**config.mk**
```make
export PLATFORM = sky130hd
export DESIGN_NAME = stt_top
export DESIGN_NICKNAME = d
export VERILOG_FILES = /design/src/pkg/stt_pkg.sv /design/src/core/stt_top.sv
export VERILOG_INCLUDE_DIRS = /design/src /design/src/pkg
export SDC_FILE = /design/constraint.sdc
export NUM_CORES = 1
export LEC_CHECK = 0
export BUFFER_PORTS_ARGS = -buffer_cell sky130_fd_sc_hd__buf_2
export CAP_MARGIN = 20
export CORE_UTILIZATION = 55
export DETAILED_ROUTE_END_ITERATION = 16
export PLACE_DENSITY = 0.85
export SLEW_MARGIN = 40
export SYNTH_ARGS = -nofsm -noshare
export SYNTH_HDL_FRONTEND = slang
export SYNTH_SLANG_ARGS = --single-unit
export TNS_END_PERCENT = 100
```
**constraint.sdc**
```tcl
create_clock -name clk_sys_in -period 2.3 [get_ports clk_sys_in]
set_input_delay 0.345 -clock clk_sys_in [delete_from_list [all_inputs] [get_ports clk_sys_in]]
set_output_delay 0.345 -clock clk_sys_in [all_outputs]
set_load 0.01 [all_outputs]
```
**src/pkg/stt_cfg.svh**
```systemverilog
// offsets, field positions, reset values and counts of the system timer trio
// Function
// - periodic 16-bit down counter on slow ticks, zero sets periodic flag
// - periodic counter reloads from period value by itself after zero
// - any period register write reloads and restarts the periodic counter
// - period value zero gives 65536 slow ticks between zero events
// - watchdog 16-bit down counter ticks at slow clock divided by 128
// - control write with restart bit reloads watchdog and clears prescaler
// - watchdog overflow sets its flag, then reloads and restarts
// - overflow with external enable drives overflow pin low 8 slow cycles
// - overflow with reset enable raises the internal system reset
// - watchdog mode write only stores fields, counter keeps running
// - debug mode stops the watchdog prescaler, so no overflow occurs
// - watchdog value zero gives 65536 ticks of 128 slow cycles
// - 20-bit real-time up counter fed by divider resetting to 0x8000
// - real-time counter wraps to zero after 1048576 increments
// - real-time counter compared with alarm, equality sets alarm flag
// - alarm resets to zero, matching only after a full wrap
// - each real-time increment sets the increment flag
// - real-time mode write reloads divider and clears the counter
// - four status flags stay set until a status read clears them
// - enable sets mask bits, disable clears them, mask reads back
// - divide value zero gives 65536 slow cycles per increment
`ifndef STT_CFG_SVH
`define STT_CFG_SVH
`define STT_OFS_CTRL 8'h00
`define STT_OFS_PIMR 8'h04
`define STT_OFS_WDMR 8'h08
`define STT_OFS_RTMR 8'h0c
`define STT_OFS_STAT 8'h10
`define STT_OFS_IEN 8'h14
`define STT_OFS_IDIS 8'h18
`define STT_OFS_IMSK 8'h1c
`define STT_OFS_ALRM 8'h20
`define STT_OFS_CURR 8'h24
`define STT_BIT_RESTART 0
`define STT_BIT_OVERFLOW_RESET_ENABLE 16
`define STT_BIT_EXTERNAL_PULSE_ENABLE 17
`define STT_FLG_PER 0
`define STT_FLG_WDOG 1
`define STT_FLG_RINC 2
`define STT_FLG_ALRM 3
`define STT_RST_PIMR 16'h0000
`define STT_RST_WDMR 18'h20000
`define STT_RST_RTMR 16'h8000
`define STT_RST_ALRM 20'h00000
`define STT_WD_PRE_LAST 7'h7f
`define STT_EXT_PULSE 4'h8
`endif

```
**src/pkg/stt_pkg.sv**
```systemverilog
// types of the system timer trio
package stt_pkg;
   typedef struct packed {
      logic psel;
      logic penable;
      logic pwrite;
      logic [7:0] paddr;
      logic [31:0] pwdata;
   } stt_apb_req_t;
   typedef struct packed {
      logic [31:0] prdata;
      logic pready;
      logic pslverr;
   } stt_apb_rsp_t;
   typedef struct packed {
      logic evt;
      logic [15:0] nxt;
   } stt_dn_t;
endpackage : stt_pkg

```
**src/core/stt_top.sv**
```systemverilog
// system timer trio: periodic, watchdog and real-time timers behind apb
//
// The APB register port is this design's own decision.
`timescale 1ns/10ps
`default_nettype none
`include "stt_cfg.svh"
module stt_top (
   input wire logic clk_sys_in,
   input wire logic rst_n_in,
   input wire logic clk_en_in,
   input wire logic slow_clock_in,
   input wire logic debug_mode_in,
   input wire stt_pkg::stt_apb_req_t apb_in,
   output var stt_pkg::stt_apb_rsp_t apb_out,
   output logic irq_out,
   output logic overflow_out_n_out,
   output logic system_reset_out
);
   // one down-count step shared by three counters; load 0 means 65536
   function automatic stt_pkg::stt_dn_t stt_dn(
      input logic [15:0] c,
      input logic [15:0] ld
   );
      stt_pkg::stt_dn_t r;
      r.evt = (c == 16'h0001);
      r.nxt = r.evt ? ld : c - 16'h0001;
      return r;
   endfunction : stt_dn

   logic slow_last_q;
   logic slow_tick;
   logic pready_q;
   logic [31:0] prdata_q;
   logic pslverr_q;
   logic acc;
   logic commit;
   logic wr;
   logic rd;
   logic [15:0] pimr_q;
   logic [17:0] wdmr_q;
   logic [15:0] rtmr_q;
   logic [19:0] alrm_q;
   logic [3:0] mask_q;
   logic [3:0] stat_q;
   logic [3:0] stat_set;
   logic [15:0] per_cnt_q;
   logic [15:0] wd_cnt_q;
   logic [6:0] wd_pre_q;
   logic [15:0] rt_pre_q;
   logic [19:0] rtc_q;
   logic [19:0] rtc_inc;
   logic [3:0] ext_cnt_q;
   logic [3:0] ext_cnt_d;
   logic irq_q;
   logic ovf_n_q;
   logic sysrst_q;
   logic pimr_wr;
   logic wdmr_wr;
   logic rtmr_wr;
   logic wd_restart;
   logic ien_wr;
   logic idis_wr;
   logic alrm_wr;
   logic stat_rd;
   logic wd_tick;
   logic map_ok;
   logic [31:0] rd_mux;
   stt_pkg::stt_dn_t per_s;
   stt_pkg::stt_dn_t wd_s;
   stt_pkg::stt_dn_t rt_s;
   logic per_evt;
   logic wd_ovf;
   logic rt_evt;
   logic alm_hit;

   assign apb_out.prdata = prdata_q;
   assign apb_out.pready = pready_q;
   assign apb_out.pslverr = pslverr_q;
   assign irq_out = irq_q;
   assign overflow_out_n_out = ovf_n_q;
   assign system_reset_out = sysrst_q;

   // slow clock is a synchronous level; its rising edge is the tick
   always_ff @(posedge clk_sys_in or negedge rst_n_in)
   begin
      if (!rst_n_in)
         slow_last_q <= 1'b0;
      else if (clk_en_in)
         slow_last_q <= slow_clock_in;
   end
   assign slow_tick = slow_clock_in & ~slow_last_q;

   // apb: one wait state; effects land on the edge that samples pready
   assign acc = apb_in.psel & apb_in.penable;
   assign commit = acc & pready_q;
   assign wr = commit & apb_in.pwrite & map_ok;
   assign rd = commit & ~apb_in.pwrite & map_ok;

   always_comb
   begin
      map_ok = (apb_in.paddr[1:0] == 2'b00);
      rd_mux = 32'h0000_0000;
      unique case (apb_in.paddr)
         `STT_OFS_CTRL, `STT_OFS_IEN, `STT_OFS_IDIS:
            rd_mux = 32'h0000_0000;
         `STT_OFS_PIMR:
            rd_mux = {16'h0000, pimr_q};
         `STT_OFS_WDMR:
            rd_mux = {14'h0000, wdmr_q};
         `STT_OFS_RTMR:
            rd_mux = {16'h0000, rtmr_q};
         `STT_OFS_STAT:
            rd_mux = {28'h000_0000, stat_q};
         `STT_OFS_IMSK:
            rd_mux = {28'h000_0000, mask_q};
         `STT_OFS_ALRM:
            rd_mux = {12'h000, alrm_q};
         `STT_OFS_CURR:
            rd_mux = {12'h000, rtc_q};
         default:
            map_ok = 1'b0;
      endcase
   end

   always_ff @(posedge clk_sys_in or negedge rst_n_in)
   begin
      if (!rst_n_in)
      begin
         pready_q <= 1'b0;
         prdata_q <= 32'h0000_0000;
         pslverr_q <= 1'b0;
      end
      else if (clk_en_in)
      begin
         pready_q <= acc & ~pready_q;
         pslverr_q <= acc & ~pready_q & ~map_ok;
         // unmapped reads answer zero with pslverr
         prdata_q <= (acc & ~pready_q & ~apb_in.pwrite & map_ok) ? rd_mux : 32'h0000_0000;
      end
   end

   assign pimr_wr = wr & (apb_in.paddr == `STT_OFS_PIMR);
   assign wdmr_wr = wr & (apb_in.paddr == `STT_OFS_WDMR);
   assign rtmr_wr = wr & (apb_in.paddr == `STT_OFS_RTMR);
   assign ien_wr = wr & (apb_in.paddr == `STT_OFS_IEN);
   assign idis_wr = wr & (apb_in.paddr == `STT_OFS_IDIS);
   assign alrm_wr = wr & (apb_in.paddr == `STT_OFS_ALRM);
   assign stat_rd = rd & (apb_in.paddr == `STT_OFS_STAT);
   // a control write without the restart bit does nothing
   assign wd_restart = wr & (apb_in.paddr == `STT_OFS_CTRL) & apb_in.pwdata[`STT_BIT_RESTART];

   always_ff @(posedge clk_sys_in or negedge rst_n_in)
   begin
      if (!rst_n_in)
      begin
         pimr_q <= `STT_RST_PIMR;
         wdmr_q <= `STT_RST_WDMR;
         rtmr_q <= `STT_RST_RTMR;
         alrm_q <= `STT_RST_ALRM;
      end
      else if (clk_en_in)
      begin
         if (pimr_wr)
            pimr_q <= apb_in.pwdata[15:0];
         if (wdmr_wr)
            wdmr_q <= apb_in.pwdata[17:0];
         if (rtmr_wr)
            rtmr_q <= apb_in.pwdata[15:0];
         if (alrm_wr)
            alrm_q <= apb_in.pwdata[19:0];
      end
   end

   // periodic interval timer
   assign per_s = stt_dn(per_cnt_q, pimr_q);
   assign per_evt = slow_tick & per_s.evt;

   always_ff @(posedge clk_sys_in or negedge rst_n_in)
   begin
      if (!rst_n_in)
         per_cnt_q <= 16'h0000;
      else if (clk_en_in)
      begin
         if (pimr_wr)
            per_cnt_q <= apb_in.pwdata[15:0];
         else if (slow_tick)
            per_cnt_q <= per_s.nxt;
      end
   end

   // watchdog: prescaler frozen in debug, so no overflow can follow
   assign wd_tick = slow_tick & ~debug_mode_in & (wd_pre_q == `STT_WD_PRE_LAST);
   assign wd_s = stt_dn(wd_cnt_q, wdmr_q[15:0]);
   assign wd_ovf = wd_tick & wd_s.evt & ~wd_restart;

   always_ff @(posedge clk_sys_in or negedge rst_n_in)
   begin
      if (!rst_n_in)
         wd_pre_q <= 7'h00;
      else if (clk_en_in)
      begin
         if (wd_restart)
            wd_pre_q <= 7'h00;
         else if (slow_tick & ~debug_mode_in)
            wd_pre_q <= wd_pre_q + 7'h01;
      end
   end

   always_ff @(posedge clk_sys_in or negedge rst_n_in)
   begin
      if (!rst_n_in)
         wd_cnt_q <= 16'h0000;
      else if (clk_en_in)
      begin
         if (wd_restart)
            wd_cnt_q <= wdmr_q[15:0];
         else if (wd_tick)
            wd_cnt_q <= wd_s.nxt;
      end
   end

   // external pulse counts slow cycles, so its length tracks the slow clock
   always_comb
   begin
      ext_cnt_d = ext_cnt_q;
      if (wd_ovf & wdmr_q[`STT_BIT_EXTERNAL_PULSE_ENABLE])
         ext_cnt_d = `STT_EXT_PULSE;
      else if (slow_tick & (ext_cnt_q != 4'h0))
         ext_cnt_d = ext_cnt_q - 4'h1;
   end

   always_ff @(posedge clk_sys_in or negedge rst_n_in)
   begin
      if (!rst_n_in)
      begin
         ext_cnt_q <= 4'h0;
         ovf_n_q <= 1'b1;
         sysrst_q <= 1'b0;
      end
      else if (clk_en_in)
      begin
         ext_cnt_q <= ext_cnt_d;
         ovf_n_q <= (ext_cnt_d == 4'h0);
         sysrst_q <= wd_ovf & wdmr_q[`STT_BIT_OVERFLOW_RESET_ENABLE];
      end
   end

   // real-time timer
   assign rt_s = stt_dn(rt_pre_q, rtmr_q);
   assign rt_evt = slow_tick & rt_s.evt & ~rtmr_wr;
   assign rtc_inc = rtc_q + 20'h00001;
   // compare only on increments so a reset value of zero waits a full wrap
   assign alm_hit = rt_evt & (rtc_inc == alrm_q);

   always_ff @(posedge clk_sys_in or negedge rst_n_in)
   begin
      if (!rst_n_in)
      begin
         rt_pre_q <= `STT_RST_RTMR;
         rtc_q <= 20'h00000;
      end
      else if (clk_en_in)
      begin
         if (rtmr_wr)
         begin
            rt_pre_q <= apb_in.pwdata[15:0];
            rtc_q <= 20'h00000;
         end
         else
         begin
            if (slow_tick)
               rt_pre_q <= rt_s.nxt;
            if (rt_evt)
               rtc_q <= rtc_inc;
         end
      end
   end

   // status: a set in the clearing read cycle survives the clear
   always_comb
   begin
      stat_set = 4'h0;
      stat_set[`STT_FLG_PER] = per_evt;
      stat_set[`STT_FLG_WDOG] = wd_ovf;
      stat_set[`STT_FLG_RINC] = rt_evt;
      stat_set[`STT_FLG_ALRM] = alm_hit;
   end

   always_ff @(posedge clk_sys_in or negedge rst_n_in)
   begin
      if (!rst_n_in)
         stat_q <= 4'h0;
      else if (clk_en_in)
         stat_q <= (stat_q & {4{~stat_rd}}) | stat_set;
   end

   always_ff @(posedge clk_sys_in or negedge rst_n_in)
   begin
      if (!rst_n_in)
         mask_q <= 4'h0;
      else if (clk_en_in)
      begin
         if (ien_wr)
            mask_q <= mask_q | apb_in.pwdata[3:0];
         else if (idis_wr)
            mask_q <= mask_q & ~apb_in.pwdata[3:0];
      end
   end

   always_ff @(posedge clk_sys_in or negedge rst_n_in)
   begin
      if (!rst_n_in)
         irq_q <= 1'b0;
      else if (clk_en_in)
         irq_q <= |(stat_q & mask_q);
   end
endmodule : stt_top
`default_nettype wire

```
## Yosys cells after proc, flatten, opt, wreduce, memory -nomap -nowiden

Index checks and enable logic that the tools add are counted.

- $add $sub $neg: 6
- Reductions and logical operators: 22
- Eq/ne operators: 14
- Mux-type cells: 20
- Bitwise gates (word level): 45

Operators by type and width:

| operator | number |
|---|---|
| two-way mux 16 bit | 9 |
| one-hot mux 20 bit (7 select lines) | 1 |
| == test 16 x 1 -> 1 bit, second input constant | 3 |
| subtractor 16 x 1 -> 16 bit, second input constant | 3 |
| two-way mux 20 bit | 2 |
| == test 8 x 5 -> 1 bit, second input constant | 4 |
| two-way mux 32 bit | 1 |
| AND 1 bit | 31 |
| adder 20 x 1 -> 20 bit, second input constant | 1 |
| == test 20 bit | 1 |
| AND reduction 2 bit | 10 |
| == test 8 x 4 -> 1 bit, second input constant | 2 |
| == test 8 x 6 -> 1 bit, second input constant | 2 |
| two-way mux 4 bit | 4 |
| two-way mux 7 bit | 2 |
| AND 4 bit | 3 |
| nonzero test 2 bit | 6 |
| OR reduction 10 bit | 1 |
| == test 8 x 3 -> 1 bit, second input constant | 1 |
| logical NOT 8 bit | 1 |
| inverter 1 bit | 8 |
| OR 4 bit | 2 |
| adder 7 x 1 -> 7 bit, second input constant | 1 |
| == test 7 bit, second input constant | 1 |
| 7 further kinds | 7 |

- Output and inout port bits: 37
- Bits in registers: 195
- Bits of input ports: 48

## Depth between registers and ports, before layout

Gate-level depths: netlist of run 1.

- Depth in word-level cells: 11
- Depth in mapped cells: 9

## Least setup slack after synthesis of run 1

OpenSTA, ideal clock, no wires.

- Path kind: input-to-reg
- Start: input port apb_in[33] in the netlist's numbering
- End: register wdmr_q[10]
- Cell stages on the path: 6
- Path slack: -0.029 ns
- Setup time: 0.125 ns
- Arrival: 2.205 ns
- Path through: or4_1 > nor2_1 > nand3_1 > nor3_4 > buf_4 > mux2_2

- Longest elaborated chain between the ends: 6

Ends and longest elaborated chain:

| what | RTL line | RTL |
|---|---|---|
| from (decl) | stt_top.sv:13 | `input wire stt_pkg::stt_apb_req_t apb_in,` |
| == test 8 x 3 -> 1 bit (tied with other cells) | stt_top.sv:103 | `unique case (apb_in.paddr)` |
| OR reduction 10 bit (no line) | - |  |
| two-way mux 1 bit | stt_top.sv:103 |  |
| AND 1 bit | stt_top.sv:96 | `assign wr = commit & apb_in.pwrite & map_ok;` |
| AND 1 bit * | stt_top.sv:143 | `` assign wdmr_wr = wr & (apb_in.paddr == `STT_OFS_WDMR); `` |
| AND reduction 2 bit (no line) * | - |  |
| to (signal assigned) | stt_top.sv:157 | `` wdmr_q <= `STT_RST_WDMR; `` |
| to (signal assigned) | stt_top.sv:166 | `wdmr_q <= apb_in.pwdata[17:0];` |
| to (decl) | stt_top.sv:40 | `logic [17:0] wdmr_q;` |

Mark *: on every way between the ends. The rest lies on a longest branch, timed or not.
A chain may end at the register's enable or synchronous reset.

## Worst setup path after layout of run 1

- Start: register per_cnt_q[9]
- End: register per_cnt_q[3]

- Longest elaborated chain between the ends: 4

Ends and longest elaborated chain:

| what | RTL line | RTL |
|---|---|---|
| from (decl) | stt_top.sv:46 | `logic [15:0] per_cnt_q;` |
| from (signal assigned) | stt_top.sv:185 | `per_cnt_q <= apb_in.pwdata[15:0];` |
| from (signal assigned) | stt_top.sv:187 | `per_cnt_q <= per_s.nxt;` |
| == test 16 x 1 -> 1 bit | stt_top.sv:25 | `r.evt = (c == 16'h0001);` |
| two-way mux 16 bit | stt_top.sv:26 | `r.nxt = r.evt ? ld : c - 16'h0001;` |
| two-way mux 16 bit | stt_top.sv:186 | `else if (slow_tick)` |
| two-way mux 16 bit | stt_top.sv:184 | `if (pimr_wr)` |

No other way between the ends. The select of a mux whose other input is x is not followed.

==> summary.txt, run 1 <==
Status
  • Result of the run: finished, violations left
  • Failing checks: negative setup slack

Global route
  • Total gr overflow: 0
  • Most congested layer reported by global routing: met2
  • Met3 track demand over resource in global routing: 6.710%
  • Largest net degree at the start of global routing: 59
  • Via count of the first global-routing pass: 9207
  • Number of antenna violations at the first check in global routing: 0
  • Wire length of the first global-routing pass: 48780 microns
  • M2 GR Usage: 51.28%
  • Total GRT Usage: 32.31%
  • GRT met1 Usage: 42.98%

Clock tree
  • Clock latency on the worst-skew pair: 0.44 ns
  • Number of levels the H-tree was split into: 4
  • Clock tree from TritonCTS: done
  • Clk sinks: 183
  • CTS buffer count: 17
  • Clock buffer depth: 2
  • Clock-pin slew on the worst setup and hold paths: 0.07 ns
  • Root cell of the clock tree: sky130_fd_sc_hd__clkbuf_16

Min path
  • Worst min-delay path endpoint: alrm_q[18]
  • Tightest Hold Check Type: in2reg
  • Startpoint of the worst hold path: apb_in[18]
  • Worst hold stages: 2

Power and ir drop
  • LEAKAGE: 5.611 nW
  • Pwr/cell area: 726.5 nW/um^2
  • Worst-case vdd ir drop: 764.9 uV

Floorplan
  • FP Rows: 49
  • Die Outline Area: 19450 sq um
  • X dimension of the die: 139.5 microns
  • Core ar.: 18270 sq um
  • Vertical die dimension: 139.5 microns
  • Starting Density: 56.88%
  • Boundary pin count: 85

Timing
  • Worst relative slew slack: 59.70%
  • Final setup fails: 5
  • Final worst slack: -0.1318 ns
  • Total Negative Setup Slacks: -0.3004 ns
  • Setup Skew: 0.008391 ns
  • Number of pins with negative max-slew slack in the final report: 0
  • Tightest Pin Transition: 0.6005 ns
  • Hold Vio Cnt, Final: 0
  • Clock period minus final worst setup slack: 2.432 ns
  • Unrepaired setup endpoints after global routing: true
  • Share of the clock period used by the worst path: 105.7%
  • Achievable frequency: 411.2 MHz

Logic synthesis
  • Avg Synthesized Cell Area: 9.388 sq um
  • #FFs+latches synth: 183
  • Area of the mapped netlist: 10390 sq um
  • Synth Flop Type: sky130_fd_sc_hd__dfrtp_1
  • Number of enable-type register cells in the synthesized netlist: 0
  • Sequential fraction of the synthesis area: 44.11%
  • Async SR Flop Fraction: 100.0%
  • Netlist cell types: 79
  • Yosys warns: 0
  • Synth Instances: 1107

Setup path
  • Category of the worst setup path launch point: flop
  • Worst Setup Path Type: reg2reg
  • Highest cell delay on the worst timing path: 0.46 ns
  • Register-to-register path setup slack: -0.13 ns
  • Signal arrival time at the worst endpoint: 2.73 ns
  • Critical Path End Type: flop
  • Chain of cells forming the critical path: or3_4 -> or4_4 -> nor4_4 -> buf_6 -> buf_4 -> a21oi_1 -> o21ai_0 -> a31oi_1
  • Critical path fanouts, max: 10
  • Buffers and inverters on the worst path: 2
  • Worst path top cell family by delay: simple AND/OR/NAND/NOR gates
  • Endpoint of the worst register-to-register path: per_cnt_q[3]
  • Slowest cell on the critical path: sky130_fd_sc_hd__or4_4
  • Length in cells of the worst reg-to-reg path: 8
  • Critical Path RT: 2.60 ns
  • FF-to-FF Start: per_cnt_q[9]

Detailed routing
  • Vias after detailed routing: 9564
  • Vias per Instance: 6.471
  • Routed WL per cell: 20.77 microns
  • Total detailed-routing wirelength: 30700 microns
  • Count of routing violations after the opening detailed-route iteration: 1040
  • Detailed-route DRC error count: 0
  • Residual antenna-violating net count after detailed routing: 0
  • Router iterations before antenna repair: 6

Finish
  • Fraction of the core area covered by cells at the end of the flow: 68.02%
  • Layout area overhead: 19.59%
  • Total Nets Final: 1292
  • Fin cells: 1478
  • Layout cells sized above 1: 24.92%

Placed design
  • Estimated wirelength of the detail-placed design: 21770 microns
  • Routability congestion estimate from global placement: 1.032
  • Total instance count after detailed placement: 1437
  • PortBufs: 60

Run
  • Max-capacitance violation count: 0
[synthesized netlist by cell type, types with 17 or more instances]
| cell | n | area share, % |
|---|---|---|
| sky130_fd_sc_hd__a211oi_1 | 20 | 1.4 |
| sky130_fd_sc_hd__a21oi_1 | 70 | 3.4 |
| sky130_fd_sc_hd__buf_2 | 17 | 0.82 |
| sky130_fd_sc_hd__buf_4 | 18 | 1.3 |
| sky130_fd_sc_hd__clkbuf_1 | 45 | 1.6 |
| sky130_fd_sc_hd__dfrtp_1 | 179 | 43 |
| sky130_fd_sc_hd__mux2_2 | 57 | 6.2 |
| sky130_fd_sc_hd__nand2_1 | 117 | 4.2 |
| sky130_fd_sc_hd__nand3_1 | 28 | 1.3 |
| sky130_fd_sc_hd__nand4_1 | 21 | 1.3 |
| sky130_fd_sc_hd__nor2_1 | 76 | 2.7 |
| sky130_fd_sc_hd__nor3_1 | 26 | 1.3 |
| sky130_fd_sc_hd__o21ai_0 | 85 | 4.1 |
| sky130_fd_sc_hd__o31ai_1 | 17 | 1.2 |
| sky130_fd_sc_hd__xnor2_1 | 22 | 1.9 |
| sky130_fd_sc_hd__xor2_1 | 29 | 2.4 |
[logic make-up (layout without fill, tap and decap cells)]
| group | Yosys count | count (layout) | share of synthesized area (%) |
|---|---|---|---|
| muxes | 68 | 68 | 7.248 |
| adders and majority gates | 9 | 9 | 1.084 |
| xor gates and xnor gates | 51 | 51 | 4.298 |
| other | 1 | 13 | 0.03608 |
| DFF | 183 | 183 | 44.11 |
| and+or+nand+nor | 373 | 373 | 18.55 |
| AOI/OAI and AO/OA | 317 | 317 | 19.83 |
| buffers and inverters | 105 | 235 | 4.840 |
[where the power goes]
| part | internal (mW) | leakage [nW] | total, mW | switching (mW) |
|---|---|---|---|---|
| clock | 1.84 | 0.299 | 3.09 | 1.25 |
| combinational | 0.977 | 2.88 | 2.05 | 1.07 |
| sequential | 3.54 | 2.43 | 3.88 | 0.344 |
| total | 6.36 | 5.61 | 9.03 | 2.67 |
[sequential cells by signal (all words and copies together) (netlist names), 7 cells and up, named ones only]
name       count
alrm_q        20
per_cnt_q     16
pimr_q        16
prdata_q      20
rt_pre_q      16
rtc_q         20
rtmr_q        16
wd_cnt_q      16
wd_pre_q       7
wdmr_q        18
[final cells by class]
type / count / area, sq um
fill: 1361 / 5842
multi-input combinational: 830 / 5438
sequential: 183 / 4584
timing repair buffer: 186 / 1430
clock buffer: 19 / 442.9
tap: 229 / 286.5
clock inverter: 13 / 180.2
inverter: 17 / 63.81
antenna: 1 / 2.502
[routing by layer]
metal  wire length (microns)  share of wire, %  vias up
met3                    2917               9.5      102
met2                   14350                47      504
met5                       0                 0        -
met1                   12260                40     4651
li1                        -                 -     4307
met4                    1171               3.8        0
[worst max path at each step]
stage | startpoint | end | slack [ns] | cells past startpoint
finish | per_cnt_q[9] | per_cnt_q[3] | -0.13 | 8
global route | per_cnt_q[9] | per_cnt_q[3] | -0.23 | 8
CTS | per_cnt_q[9] | per_cnt_q[14] | -0.02 | 7
detailed placement | apb_in[33] | prdata_q[5] | -0.09 | 10
global placement | apb_in[39] | stat_q[0] | -0.06 | 6
floorplan | per_cnt_q[5] | per_cnt_q[14] | -0.006 | 5
[worst register-to-register path, stage by stage, from the launching register on]
cell and delay (ns):
sky130_fd_sc_hd__dfrtp_1 0.38, sky130_fd_sc_hd__or3_4 0.39, sky130_fd_sc_hd__or4_4 0.46, sky130_fd_sc_hd__nor4_4 0.29, sky130_fd_sc_hd__buf_6 0.19, sky130_fd_sc_hd__buf_4 0.14, sky130_fd_sc_hd__a21oi_1 0.04, sky130_fd_sc_hd__o21ai_0 0.25
sky130_fd_sc_hd__a31oi_1 0.15
[through the flow]
step	hold WS (ns)	total power [mW]	area (sq um)	worst slack, ns
3_5_place_dp	0.3551	5.860	11630	-0.08559
2_1_floorplan	0.04941	5.087	10440	-0.005843
3_3_place_gp	0.3572	5.752	11630	-0.05618
4_1_cts	0.1200	8.940	12320	-0.02322
5_1_grt	0.1146	9.457	12430	-0.2304
6_report	0.1233	9.029	12430	-0.1318
[layout by cell type (no fill, tap or decap), types with 17 or more instances in the layout]
| cell type | synthesis | routed |
|---|---|---|
| sky130_fd_sc_hd__dfrtp_1 | 179 | 179 |
| sky130_fd_sc_hd__nand2_1 | 117 | 117 |
| sky130_fd_sc_hd__buf_4 | 18 | 107 |
| sky130_fd_sc_hd__o21ai_0 | 85 | 82 |
| sky130_fd_sc_hd__nor2_1 | 76 | 74 |
| sky130_fd_sc_hd__a21oi_1 | 70 | 69 |
| sky130_fd_sc_hd__buf_2 | 17 | 59 |
| sky130_fd_sc_hd__mux2_2 | 57 | 57 |
| sky130_fd_sc_hd__xor2_1 | 29 | 29 |
| sky130_fd_sc_hd__nand3_1 | 28 | 28 |
| sky130_fd_sc_hd__nor3_1 | 26 | 24 |
| sky130_fd_sc_hd__xnor2_1 | 22 | 22 |
| sky130_fd_sc_hd__nand4_1 | 21 | 21 |
| sky130_fd_sc_hd__a211oi_1 | 20 | 20 |
| sky130_fd_sc_hd__o31ai_1 | 17 | 17 |
| sky130_fd_sc_hd__clkbuf_16 | 0 | 17 |
[what timing repair did]
item | CTS | global route
buffers inserted | 2 | 5
hold buffers | 1 | 0
setup endpoints to repair | 6 | 25
pin swaps | 0 | 10
gates resized for setup | 7 | 14
endpoints found under the hold margin | 51 | 0
Power figures use the tool's default switching activity.
==> inputs of run 2 (changes only) <==
--- a/config.mk
+++ b/config.mk
@@ -8,9 +8,11 @@
 export LEC_CHECK = 0
 export BUFFER_PORTS_ARGS = -buffer_cell sky130_fd_sc_hd__buf_2
 export CAP_MARGIN = 20
-export CORE_UTILIZATION = 55
+export CELL_PAD_IN_SITES_DETAIL_PLACEMENT = 1
+export CELL_PAD_IN_SITES_GLOBAL_PLACEMENT = 1
+export CORE_UTILIZATION = 42
 export DETAILED_ROUTE_END_ITERATION = 16
-export PLACE_DENSITY = 0.85
+export PLACE_DENSITY = 0.84
 export SLEW_MARGIN = 40
 export SYNTH_ARGS = -nofsm -noshare
 export SYNTH_HDL_FRONTEND = slang
==> run 2 against run 1 <==
Net effect: the run still ends with negative setup slack left; hold slack improved by 0.0048 ns; setup slack got worse by 0.036 ns; combinational power increased by 13%; die area increased by 30%; critical path type unchanged; critical endpoint is now per_cnt_q[4]; largest power group unchanged.
==> summary.txt, run 2 (synthesized netlist as in run 1, its figures left out) <==
Status
  • Result of the run: finished, violations left (unchanged)
  • Failing checks: negative setup slack (unchanged)

Setup path
  • Buffers and inverters on the worst path: 1 (was 2)
  • Chain of cells forming the critical path: or3_4 -> or4_4 -> nor4_4 -> buf_6 -> or2b_1 -> o211ai_1 -> a31oi_2 (was or3_4 -> or4_4 -> nor4_4 -> buf_6 -> buf_4 -> a21oi_1 -> o21ai_0 -> a31oi_1)
  • FF-to-FF Start: per_cnt_q[9] (unchanged)
  • Total number of cells along the worst setup path: 7 (was 8)
  • Critical Path End Type: flop (unchanged)
  • Register-to-register path setup slack: -0.17 ns (was -0.13 ns)
  • Critical path fanouts, max: 6 (was 10)
  • Slowest cell on the critical path: sky130_fd_sc_hd__or4_4 (unchanged)
  • Highest cell delay on the worst timing path: 0.48 ns (was 0.46 ns)
  • Critical path origin: per_cnt_q[9] (unchanged)
  • Endpoint of the worst register-to-register path: per_cnt_q[4] (was per_cnt_q[3])
  • Critical Path RT: 2.60 ns (about the same)
  • CP endpoint: per_cnt_q[4] (was per_cnt_q[3])
  • Worst path top cell family by delay: simple AND/OR/NAND/NOR gates (unchanged)
  • Signal arrival time at the worst endpoint: 2.77 ns (was 2.73 ns)
  • Category of the worst setup path launch point: flop (unchanged)
  • Length in cells of the worst reg-to-reg path: 7 (was 8)
  • Worst Setup Path Type: reg2reg (unchanged)

Global route
  • Number of antenna violations at the first check in global routing: 1 (was 0)
  • Largest net degree at the start of global routing: 54 (was 59)
  • Total gr overflow: 0 (unchanged)
  • Total GRT Usage: 29.06% (was 32.31%)
  • Via count of the first global-routing pass: 10250 (was 9207)
  • Wire length of the first global-routing pass: 57530 microns (was 48780 microns)

Finish
  • Commonest cells after routing, fill and taps aside: sky130_fd_sc_hd__dfrtp_1 (178), sky130_fd_sc_hd__nand2_1 (117), sky130_fd_sc_hd__buf_4 (114) (was sky130_fd_sc_hd__dfrtp_1 (179), sky130_fd_sc_hd__nand2_1 (117), sky130_fd_sc_hd__buf_4 (107))
  • Fill cell instance count of the final layout: 2739 (was 1361)
  • Most common cell after layout, fill and taps aside: sky130_fd_sc_hd__dfrtp_1 (unchanged)
  • Total Nets Final: 1306 (was 1292)
  • Layout cells sized above 1: 27.42% (was 24.92%)
  • Layout area overhead: 23.83% (was 19.59%)
  • Design area: 12870 sq um (was 12430 sq um)
  • Top flop regs: alrm_q x20, prdata_q x20, rtc_q x20 (unchanged)

Timing
  • Unrepaired setup endpoints after global routing: true (unchanged)
  • Final setup fails: 16 (was 5)
  • Share of the clock period used by the worst path: 107.3% (was 105.7%)
  • Hold slack: 0.1281 ns (was 0.1233 ns)
  • Setup Skew: 0.01312 ns (was 0.008391 ns)
  • Achievable frequency: 405.2 MHz (was 411.2 MHz)
  • Hold Vio Cnt, Final: 0 (unchanged)
  • Number of pins with negative max-slew slack in the final report: 0 (unchanged)
  • Tightest Pin Transition: 0.6949 ns (was 0.6005 ns)
  • Final worst slack: -0.1678 ns (was -0.1318 ns)
  • Worst relative slew slack: 53.50% (was 59.70%)
  • Clock period minus final worst setup slack: 2.468 ns (was 2.432 ns)

Clock tree
  • Clock tree from TritonCTS: done (unchanged)
  • Clock buffer depth: 2 (unchanged)
  • Clock latency on the worst-skew pair: 0.45 ns (was 0.44 ns)
  • Root cell of the clock tree: sky130_fd_sc_hd__clkbuf_16 (unchanged)
  • Clock-pin slew on the worst setup and hold paths: 0.08 ns (was 0.07 ns)
  • Number of levels the H-tree was split into: 4 (unchanged)
  • CTS buffer count: 17 (unchanged)
  • Clk sinks: 183 (unchanged)

Placed design
  • PortBufs: 60 (unchanged)
  • Estimated wirelength of the detail-placed design: 25820 microns (was 21770 microns)
  • Cell Area, Placed: 11780 sq um (was 11630 sq um)
  • Routability congestion estimate from global placement: 0.9126 (was 1.032)

Detailed routing
  • Router iterations before antenna repair: 5 (was 6)
  • Count of routing violations after the opening detailed-route iteration: 948 (was 1040)
  • Vias per Instance: 6.389 (was 6.471)
  • Total detailed-routing wirelength: 38720 microns (was 30700 microns)
  • Residual antenna-violating net count after detailed routing: 0 (unchanged)
  • Vias after detailed routing: 10140 (was 9564)
  • Detailed-route DRC error count: 0 (unchanged)
  • Routed WL per cell: 24.40 microns (was 20.77 microns)

Floorplan
  • Core ar.: 24320 sq um (was 18270 sq um)
  • X dimension of the die: 159.3 microns (was 139.5 microns)
  • Vertical die dimension: 159.3 microns (was 139.5 microns)
  • Starting Density: 42.73% (was 56.88%)
  • FP Rows: 57 (was 49)
  • Die Outline Area: 25380 sq um (was 19450 sq um)
  • Boundary pin count: 85 (unchanged)

Power and ir drop
  • Worst-case vdd ir drop: 416.8 uV (was 764.9 uV)
  • LEAKAGE: 5.741 nW (was 5.611 nW)
  • Pwr/cell area: 740.4 nW/um^2 (was 726.5 nW/um^2)

Run
  • Max-capacitance violation count: 0 (unchanged)

Min path
  • Tightest Hold Check Type: in2reg (unchanged)
run 2: worst min-delay path by stage:
stage / cells after the start / start / slack [ns] / to
global route: 2 / apb_in[18] / 0.12 / alrm_q[18]
global placement: 1 / rst_n_in / 0.36 / system_reset_out
detailed placement: 1 / rst_n_in / 0.36 / rtc_q[0]
CTS: 2 / apb_in[18] / 0.12 / alrm_q[18]
floorplan: 0 / rst_n_in / 0.05 / async pin
finish: 2 / apb_in[18] / 0.13 / alrm_q[18]
run 2: where the power goes:
| part | switching (mW) | total [mW] | internal (mW) |
|---|---|---|---|
| sequential | 0.398 | 3.93 | 3.54 |
| clock | 1.42 | 3.27 | 1.85 |
| combinational | 1.26 | 2.32 | 1.06 |
| total | 3.08 | 9.53 | 6.44 |
run 2: worst register-to-register path, cell delays in order (launching register included):
cell and delay, ns:
sky130_fd_sc_hd__dfrtp_1 0.40, sky130_fd_sc_hd__or3_4 0.41, sky130_fd_sc_hd__or4_4 0.48, sky130_fd_sc_hd__nor4_4 0.27, sky130_fd_sc_hd__buf_6 0.16, sky130_fd_sc_hd__or2b_1 0.25, sky130_fd_sc_hd__o211ai_1 0.18, sky130_fd_sc_hd__a31oi_2 0.18
run 2: through the flow:
step,setup slack [ns],TNS (ns),util (%),total power [mW],instances
after detailed placement,-0.1023,-3.056,48.45,5.964,1531
after CTS,-0.1110,-0.3608,51.62,9.301,1572
after global placement,-0.05763,-0.5379,48.45,5.809,1531
after floorplan,-0.005843,-0.005843,-,5.087,1118
final,-0.1678,-1.101,52.91,9.527,1587
after global routing,-0.2066,-2.058,52.91,9.849,1587
run 2: layer usage:
| layer | global-route usage, % | up-vias | part of all wire [%] |
|---|---|---|---|
| li1 | - | 4323 | - |
| met1 | 37.80 | 5204 | 40 |
| met2 | 48.46 | 504 | 49 |
| met3 | 3.907 | 109 | 6.8 |
| met4 | 12.72 | 0 | 4.2 |
| met5 | 0 | - | 0 |
run 2: repair_timing:
action	4_1_cts	5_1_grt
endpoints found under the setup margin	22	38
buffers inserted	8	12
endpoints found under the hold margin	48	0
resized for setup	12	45
pin swaps	13	9
hold buffers	1	0
gates cloned	0	3
run 2: layout make-up:
type,count,area (sq um),area share [%]
inverter,17,63.81,0.4959
tap,324,405.4,3.150
antenna,1,2.502,0.01945
clock buffer,17,425.4,3.306
clock inverter,15,214.0,1.663
multi-input combinational,830,5554,43.16
timing repair buffer,200,1618,12.57
sequential,183,4586,35.63
